<file path="src/sadc_pkg.sv">
package sadc_pkg;
   // ****************************************************************
   // frame geometry
   // ****************************************************************
   localparam int RES_BITS = 14;
   localparam int FRAME_CLKS = 18;
   localparam int LEAD_ZEROS = 2;
   localparam int LAST_BIT_EDGE = 16;
   localparam int CNT_W = 5;
   localparam logic [CNT_W-1:0] CNT_RST = 5'h00;
   localparam logic [CNT_W-1:0] LEAD_EDGES = 5'h02;
   localparam logic [CNT_W-1:0] ACQ_EDGE = 5'h10;
   localparam logic [RES_BITS-1:0] POS_FULL = 14'h1fff;
   localparam logic [RES_BITS-1:0] NEG_FULL = 14'h2000;

   // ****************************************************************
   // types
   // ****************************************************************
   typedef enum logic [2:0] {
      SADC_TRACK = 3'b001,
      SADC_CONV = 3'b010,
      SADC_ACQ = 3'b100
   } sadc_state_t;

   typedef struct packed {
      logic cs_n;
      logic sclk;
   } sadc_link_in_t;

   typedef struct packed {
      logic dout;
      logic dout_oe;
   } sadc_link_out_t;
endpackage : sadc_pkg

</file>
<file path="src/sadc_core.sv">
// Summary of operation
// frame spans 18 serial clocks
// host may raise select early
// result shifted out msb first
// bits belong to current frame's conversion
// track state after sixteenth falling edge
// input captured at start, held during conversion
// serial clock shifts and converts
// saturate high to positive full scale
// saturate low to negative full scale
// each conversion yields 14-bit word
// three wires: select, clock, data out
// two zeros, then 14 bits on edges 3-16
// data driven only while select low
// early select rise aborts conversion
// select fall with clock low counts as edge
// host samples on rising edge, signed
module sadc_core
   import sadc_pkg::*;
#(
   parameter int IN_W = 16
) (
   // clock and reset
   input wire logic ref_clk,
   input wire logic srst,
   // serial link pins
   input wire sadc_pkg::sadc_link_in_t link_in,
   output sadc_pkg::sadc_link_out_t link_out,
   // analog stand-in: signed differential input, wider than result
   input wire logic signed [IN_W-1:0] ain_diff,
   // status
   output logic tracking,
   output logic [RES_BITS-1:0] last_result
);
   import sadc_pkg::*;

   // ****************************************************************
   // pin synchronisers
   // ****************************************************************
   logic [1:0] cs_meta, sclk_meta;
   logic cs_s, sclk_s, cs_d, sclk_d;
   logic [1:0] next_cs_meta, next_sclk_meta;
   logic next_cs_d, next_sclk_d;

   always_comb begin
      next_cs_meta = {cs_meta[0], link_in.cs_n};
      next_sclk_meta = {sclk_meta[0], link_in.sclk};
      next_cs_d = cs_meta[1];
      next_sclk_d = sclk_meta[1];
   end

   always_ff @(posedge ref_clk) begin
      if (srst) begin
         cs_meta <= 2'h3;
         sclk_meta <= 2'h0;
         cs_d <= 1'b1;
         sclk_d <= 1'b0;
      end else begin
         cs_meta <= next_cs_meta;
         sclk_meta <= next_sclk_meta;
         cs_d <= next_cs_d;
         sclk_d <= next_sclk_d;
      end
   end

   assign cs_s = cs_meta[1];
   assign sclk_s = sclk_meta[1];

   logic cs_fall, cs_rise, sclk_fall;
   assign cs_fall = cs_d & ~cs_s;
   assign cs_rise = ~cs_d & cs_s;
   assign sclk_fall = sclk_d & ~sclk_s;

   // ****************************************************************
   // saturating quantiser
   // ****************************************************************
   function automatic logic [RES_BITS-1:0] sadc_quant(
      input logic signed [IN_W-1:0] v);
      logic signed [IN_W-1:0] hi, lo;
      // sign-extend the full-scale codes to the input width
      hi = IN_W'($signed(POS_FULL));
      lo = IN_W'($signed(NEG_FULL));
      if (v >= hi) sadc_quant = POS_FULL;
      else if (v <= lo) sadc_quant = NEG_FULL;
      else sadc_quant = v[RES_BITS-1:0];
   endfunction : sadc_quant

   // ****************************************************************
   // frame sequencer
   // ****************************************************************
   sadc_state_t state, next_state;
   logic [CNT_W-1:0] edge_cnt, next_edge_cnt;
   logic [RES_BITS-1:0] sample, next_sample;
   logic [RES_BITS-1:0] result, next_result;
   logic dout, next_dout;
   logic first_edge, any_edge;

   // select falling with clock low is itself the first edge
   assign first_edge = cs_fall & ~sclk_s;
   assign any_edge = (~cs_s & sclk_fall) | first_edge;

   always_comb begin
      next_state = state;
      next_edge_cnt = edge_cnt;
      next_sample = sample;
      next_result = result;
      next_dout = dout;
      unique case (state)
         SADC_TRACK: begin
            next_dout = 1'b0;
            if (cs_fall) begin
               next_state = SADC_CONV;
               next_sample = sadc_quant(ain_diff);
               next_edge_cnt = first_edge ? 5'h01 : CNT_RST;
            end
         end
         SADC_CONV: begin
            if (cs_rise) begin
               next_state = SADC_TRACK;
               next_dout = 1'b0;
            end else if (any_edge) begin
               next_edge_cnt = edge_cnt + 5'h01;
               // lead zeros then msb-first bits
               if (edge_cnt < LEAD_EDGES) begin
                  next_dout = 1'b0;
               end else begin
                  next_dout = sample[RES_BITS-1-(edge_cnt-LEAD_EDGES)];
               end
               if (edge_cnt + 5'h01 == ACQ_EDGE) begin
                  next_state = SADC_ACQ;
                  next_result = sample;
               end
            end
         end
         SADC_ACQ: begin
            // lsb stays on the pin until select rises
            if (cs_rise) begin
               next_state = SADC_TRACK;
               next_dout = 1'b0;
            end
         end
      endcase
   end

   always_ff @(posedge ref_clk) begin
      if (srst) begin
         state <= SADC_TRACK;
         edge_cnt <= CNT_RST;
         sample <= '0;
         result <= '0;
         dout <= 1'b0;
      end else begin
         state <= next_state;
         edge_cnt <= next_edge_cnt;
         sample <= next_sample;
         result <= next_result;
         dout <= next_dout;
      end
   end

   // ****************************************************************
   // outputs
   // ****************************************************************
   // one driver for the whole struct keeps strict tools quiet
   assign link_out = '{dout: dout, dout_oe: ~cs_s};
   assign tracking = (state != SADC_CONV);
   assign last_result = result;

   // ****************************************************************
   // checks
   // ****************************************************************
   AST_OE_FOLLOWS_CS:
      assert property (@(posedge ref_clk) disable iff (srst)
         (!$past(srst) && !$past(srst, 2))
         |-> link_out.dout_oe == !$past(link_in.cs_n, 2))
      else $error("output enable not tied to select");
   AST_LEAD_ZERO:
      assert property (@(posedge ref_clk) disable iff (srst)
         (state == SADC_CONV && edge_cnt <= LEAD_EDGES) |-> !dout)
      else $error("leading zero not driven");
   AST_ABORT:
      assert property (@(posedge ref_clk) disable iff (srst)
         (state == SADC_CONV && cs_rise) |=> state == SADC_TRACK)
      else $error("early select rise did not abort");
   AST_TRACK_AT_16:
      assert property (@(posedge ref_clk) disable iff (srst)
         (state == SADC_CONV && any_edge && !cs_rise
          && edge_cnt == 5'h0f) |=> state == SADC_ACQ && tracking)
      else $error("no track state after sixteenth edge");
   AST_MSB_ON_THIRD:
      assert property (@(posedge ref_clk) disable iff (srst)
         (state == SADC_CONV && any_edge && !cs_rise
          && edge_cnt == LEAD_EDGES) |=> dout == sample[RES_BITS-1])
      else $error("msb not on third edge");
   AST_SAMPLE_HELD:
      assert property (@(posedge ref_clk) disable iff (srst)
         (state == SADC_CONV && $past(state) == SADC_CONV)
         |-> $stable(sample))
      else $error("sample changed during conversion");
   AST_START:
      assert property (@(posedge ref_clk) disable iff (srst)
         (state == SADC_TRACK && cs_fall)
         |=> state == SADC_CONV && sample == sadc_quant($past(ain_diff)))
      else $error("conversion not started on select fall");
   AST_FIRST_EDGE:
      assert property (@(posedge ref_clk) disable iff (srst)
         (state == SADC_TRACK && cs_fall && !sclk_s) |=> edge_cnt == 5'h01)
      else $error("select fall with clock low not counted");
   AST_RESULT_KEPT:
      assert property (@(posedge ref_clk) disable iff (srst)
         state == SADC_ACQ |-> last_result == sample)
      else $error("result not kept");

   COV_FULL_FRAME:
      cover property (@(posedge ref_clk) disable iff (srst)
         state == SADC_ACQ ##1 state == SADC_TRACK);
   COV_SHORT:
      cover property (@(posedge ref_clk) disable iff (srst)
         state == SADC_CONV && cs_rise && edge_cnt > 5'h04);
   COV_POS_SAT:
      cover property (@(posedge ref_clk) disable iff (srst)
         state == SADC_CONV && sample == POS_FULL);
   COV_NEG_SAT:
      cover property (@(posedge ref_clk) disable iff (srst)
         state == SADC_CONV && sample == NEG_FULL);
endmodule : sadc_core

</file>
<file path="config.mk">
export PLATFORM = sky130hd
export DESIGN_NAME = sadc_core
export DESIGN_NICKNAME = d
export VERILOG_FILES = /design/src/sadc_pkg.sv /design/src/sadc_core.sv
export SDC_FILE = /design/constraint.sdc
export NUM_CORES = 1
export LEC_CHECK = 0
export BUFFER_PORTS_ARGS = -buffer_cell sky130_fd_sc_hd__buf_4
export CORE_UTILIZATION = 50
export CTS_BUF_LIST = sky130_fd_sc_hd__clkbuf_8 sky130_fd_sc_hd__clkbuf_16
export DETAILED_ROUTE_END_ITERATION = 12
export MAX_ROUTING_LAYER = met4
export PLACE_DENSITY = 0.73
export SLEW_MARGIN = 5
export SYNTH_ARGS = -nofsm -noshare
export SYNTH_HDL_FRONTEND = slang
export SYNTH_SLANG_ARGS = --single-unit
</file>
<file path="constraint.sdc">
create_clock -name ref_clk -period 4.99 [get_ports ref_clk]
set_input_delay 0.7485 -clock ref_clk [delete_from_list [all_inputs] [get_ports ref_clk]]
set_output_delay 0.7485 -clock ref_clk [all_outputs]
set_load 0.02 [all_outputs]
</file>
# Word-level counts from Yosys, hierarchy flattened
# Cells that the tools add are included.
dict set report op_classes {
  addsub 3
  magnitude_cmp 4
  eq_ne 11
  n_mux 20
  bitwise 10
  n_reduce_logical 6
}
# operator count
set op_table {}
lappend op_table {{$lt 32x5->1 const B} 1}
lappend op_table {{$mux 14} 2}
lappend op_table {{$ge 16x14->1 const B} 1}
lappend op_table {{$le 16x14->1 const B} 1}
lappend op_table {{$mux 3} 5}
lappend op_table {{$mux 5} 3}
lappend op_table {{$reduce_and 4->1} 3}
lappend op_table {{$pmux 5 s2} 1}
lappend op_table {{$pmux 3 s3} 1}
lappend op_table {{$ne 2x2->1 const B} 4}
lappend op_table {{$sub 5x6->7 const A} 1}
lappend op_table {{$mux 1} 6}
lappend op_table {{$ne 3x3->1 const B} 2}
lappend op_table {{$sub 5x2->6 const B} 1}
lappend op_table {{$add 5x1->5 const B} 1}
lappend op_table {{$and 1x1->1} 5}
lappend op_table {{$eq 5x5->1 const B} 1}
lappend op_table {{$lt 5x2->1 const B} 1}
lappend op_table {{$bmux 1 s4} 1}
lappend op_table {{$not 1->1} 4}
lappend op_table {{$reduce_and 2->1} 2}
lappend op_table {{$eq 3x1->1 const B} 1}
lappend op_table {{$eq 3x2->1 const B} 1}
lappend op_table {{$eq 3x3->1 const B} 1}
lappend op_table {{other kinds (4)} 4}
dict set report totals {
  register_bits 43
  wordCells 63
}

# Depth between registers and ports, before layout
dict set report depth {
  ltp_word 8
  mapped_depth 7
}

# Worst setup path before layout
# OpenSTA, ideal clock, no wires.
dict set report synth_timing {
  path_kind {in2reg}
  start {input port ain_diff[11]}
  end {register sample[10]}
  t_arrival_ps 1850
  required_ps 4858
  slack_ps 3008
  path_stages 6
  path_cell_list {or4_1 > nor3_1 > a221oi_2 > clkbuf_1 > o21ai_0 > a21oi_1}
}
dict set report synth_between {
  elab_chain_len 3
}
# item line
set synth_lines {}
lappend synth_lines {{start: declaration} sadc_core.sv:30} ;# input wire logic signed [IN_W-1:0] ain_diff,
lappend synth_lines {{$le 16x14->1} sadc_core.sv:84} ;# else if (v <= lo) sadc_quant = NEG_FULL;
lappend synth_lines {{$mux 14} sadc_core.sv:84}
lappend synth_lines {{$mux 14 (*)} sadc_core.sv:83} ;# if (v >= hi) sadc_quant = POS_FULL;
lappend synth_lines {{end signal: assignment} sadc_core.sv:155} ;# sample <= next_sample;
lappend synth_lines {{end: declaration} sadc_core.sv:93} ;# logic [RES_BITS-1:0] sample, next_sample;
# Mark *: on every way between the ends. The rest lies on a longest branch, timed or not.
# A chain may end at the register's enable or synchronous reset.

# Worst setup path after layout
dict set report layout_timing {
  start {register edge_cnt[0]}
  end {register result[11], in the netlist last_result[11]}
}
dict set report layout_between {
  elab_chain_len 3
}
# item line
set layout_lines {}
lappend layout_lines {{start: declaration} sadc_core.sv:92} ;# logic [CNT_W-1:0] edge_cnt, next_edge_cnt;
lappend layout_lines {{start signal: assignment} sadc_core.sv:154} ;# edge_cnt <= next_edge_cnt;
lappend layout_lines {{$add 5x1->5} sadc_core.sv:129} ;# if (edge_cnt + 5'h01 == ACQ_EDGE) begin
lappend layout_lines {{$eq 5x5->1} sadc_core.sv:129}
lappend layout_lines {{$reduce_and 4->1 (no line)} n/a}
lappend layout_lines {{end signal: assignment} sadc_core.sv:156} ;# result <= next_result;
lappend layout_lines {{end: declaration} sadc_core.sv:94} ;# logic [RES_BITS-1:0] result, next_result;
# No other way between the ends.

==> summary.txt <==
Status = finished clean
DRC errors left = 0
Final HPWL DP = 2822 um
Skew final = 2.821 ps
First-pass GRT wire length = 6734 um
Hold Startpoint = cs_meta[0]$_SDFF_PP1_
Starting DRC count in detailed routing = 115
FF/Latch Area = 860.8 sq um
Flop pwr share = 55.8%
TNS Setup = 0 ps
Crit path kind = reg2reg
TritonCTS clock tree = done
Flops & latches, synth = 43
Total grt overflow = 0
Multi-input gate area = 1055 sq um
Die width = 65.81 um
Rows = 22
Class of the worst hold path = reg2reg
Post-Syn Nets = 246
Worst r2r dst = last_result[11]$_SDFFE_PP0P_
Post-CTS resize count = 0
Starting Density = 53.98%
Final wirelength = 3992 um
Floorplan die area = 4330 sq um
CP max stage delay = 760 ps
Antenna violations before repair = 0
Psw = 155.6 uW
Pin count of the biggest net entering global routing = 45
Max-slew violations = 0
Deepest clock path buffer count = 2
Worst setup EP type = flip-flop
Comb pwr share = 7.9%
Vert. Die Dim = 65.81 um
Mapped Cells = 223
Ratio of cells with drive above 1 in the final layout = 23.62%
Reg2reg start = edge_cnt[0]$_SDFFE_PP0P_
Post-route ant nets = 0
Root Buffer = clkbuf_8
Crit-path slowest cell = nor3_4
WP data arrival = 2450 ps
Fin cells = 302
Met2 GRT Util = 31.25%
Fmax = 438.3 MHz
GPL Wtd Cong = 0.8221
GR Layer Usage met3 = 5.690%
Met1 Use GR = 27.84%
Worst-Margin Slew = 892.0 ps
CTS buffer count = 5
# fillers = 334
Clock Power Share = 36.3%
Via/cell ratio = 5.487
Worst hold endpoint = cs_meta[1]$_SDFF_PP1_
Maxcap violations = 0
Leak pwr = 0.0008718 uW
Clock transition at the registers of the reported paths = 80 ps
Per-cell routed wire length = 13.22 um
Placed cells = 294
Register area share after synthesis = 42.29%
Final Hold Viols = 0
Sw frac = 24.24%
YS warnings = 0
Share of synthesized registers carrying an async set or reset = 0%
# clock sinks = 43
Mapped cell area = 2036 sq um
# setup viols final = 0
Req. time, crit path = 5160 ps
Pwr Density = 272.0 nW/um^2
P_int = 486.3 uW
R2r setup slk = 2710 ps
Period utilisation layout = 45.72%
Detailed-route via count = 1657
R2R cell count = 5
Hold Path Depth = 1
IO buf count = 36
Setup bufs post-CTS = 0
Yosys cell types = 47
Largest fanout on the critical path = 14
Synthesized area per cell = 9.129 sq um
EDFF count, synth = 0
Pre-antenna DRT Iters = 4
Finished Core Util = 62.57%
Worst-Skew Late Latency = 290 ps
H-tree levels = 2
RSZ-0062 raised after global routing = false
Crit path cell chain = ha_1 > nand2_1 > nor3_4 > mux2i_1 > nor2_1
Final nets = 276
Area growth from synthesis to final layout = 15.92%
Setup crit start kind = flip-flop
Worst relative slew slack = 40.34%
Max VDD drop = 0.1767 mV
Core footprint = 3771 sq um
GRT Max-Usage Layer = met2
Cts hold-fix bufs = 0
Synth Flop Type = dfxtp_1
Min cycle time layout = 2281 ps
Total GRT Usage = 21.28%
Num ports = 37
# diodes = 0
Vias in the first global route = 1434
## registers in the layout, summed over array words and instances (netlist names)
register / cells
cs_d: 1
cs_meta: 2
dout: 1
edge_cnt: 5
last_result: 14
sample: 14
sclk_d: 1
sclk_meta: 2
state: 3
## metrics by stage
stage | hold slack [ps] | total power (uW) | setup WS [ps] | instance area, sq um
floorplan | 389.5 | 399.1 | 3008 | 2036
global placement | 391.2 | 416.1 | 2595 | 2261
detailed placement | 393.3 | 416.6 | 2531 | 2261
CTS | 412.2 | 647.8 | 2689 | 2360
global route | 445.0 | 674.9 | 2489 | 2360
finish | 411.2 | 641.9 | 2709 | 2360
## per-layer routing
| layer | share of wire, % | wire (um) |
|---|---|---|
| met5 | 0 | 0 |
| met4 | 1.6 | 63 |
| met3 | 3.7 | 148 |
| met2 | 45 | 1803 |
| met1 | 50 | 1977 |
## layout make-up
type                            instances  share of cell area (%)
Clock buffer                            6                   3.499
Clock inverter                          2                  0.6893
Tap cell                               48                   2.545
Inverter                                4                  0.6363
Multi-Input combinational cell        163                   44.70
Sequential cell                        43                   36.48
Timing Repair Buffer                   36                   11.45
## worst max-delay path by stage
stage / startpoint / to / slack (ps)
5_1_grt: edge_cnt[0]$_SDFFE_PP0P_ / last_result[6]$_SDFFE_PP0P_ / 2490
3_3_place_gp: ain_diff[9] / sample[9]$_SDFFE_PP0P_ / 2600
6_report: edge_cnt[0]$_SDFFE_PP0P_ / last_result[11]$_SDFFE_PP0P_ / 2710
4_1_cts: edge_cnt[0]$_SDFFE_PP0P_ / last_result[1]$_SDFFE_PP0P_ / 2690
3_5_place_dp: ain_diff[9] / sample[5]$_SDFFE_PP0P_ / 2530
2_1_floorplan: ain_diff[11] / sample[10]$_SDFFE_PP0P_ / 3010
## Yosys cell counts, types with 4 or more instances
cell type	instances	area, sq um
a21oi_1	25	125.1
clkbuf_1	4	15.01
dfxtp_1	43	860.8
inv_1	4	15.01
mux2i_1	15	150.1
nand2_1	23	86.33
nand3_1	5	25.02
nor2_1	24	90.09
nor2b_1	6	37.54
o21ai_0	17	85.08
## power groups by stage
stage / combinational (uW) / clock, uW / sequential [uW]
after floorplan: 37.2 / 0 / 362
after global placement: 50.0 / 0 / 366
after detailed placement: 50.3 / 0 / 366
after CTS: 50.5 / 239 / 358
after global routing: 56.2 / 259 / 360
final: 50.6 / 233 / 358
## logic make-up (layout without fill, tap and decap cells)
family	count (synthesis)	after routing	synth area share, %
AO/OA/AOI/OAI	57	57	16.84
AND/OR/NAND/NOR	84	84	21.88
adder cells (fa/ha/maj)	3	3	1.844
multiplexers	19	19	11.25
buffers and inverters	17	48	5.900
flip-flops	43	43	42.29
## cell usage in the layout (no fill, tap or decap), types with 2 or more instances in the layout
| cell type | netlist | routed |
|---|---|---|
| nand2_1 | 23 | 23 |
| nor3b_1 | 2 | 2 |
| clkbuf_8 | 3 | 6 |
| o21ai_0 | 17 | 17 |
| or4_1 | 2 | 2 |
| a41oi_1 | 2 | 2 |
| mux2i_1 | 15 | 15 |
| nor2b_1 | 6 | 6 |
| nor4_1 | 3 | 3 |
| dfxtp_1 | 43 | 43 |
| a21oi_1 | 25 | 25 |
| a211oi_1 | 3 | 3 |
| buf_4 | 1 | 36 |
| or2_2 | 3 | 3 |
| nor2_1 | 24 | 24 |
| nor3_1 | 3 | 3 |
| nand3_1 | 5 | 5 |
| inv_1 | 4 | 4 |
| ha_1 | 3 | 3 |
| nand4_1 | 2 | 2 |
| a31oi_1 | 2 | 2 |
| mux4_2 | 3 | 3 |
## worst max-delay path, delay by kind of cell (launching register included)
kind	cells	cell delay [ps]
mux	1	270
flops	1	610
fa+ha+maj	1	310
simple gates	3	970
Power figures use the tool's default switching activity.
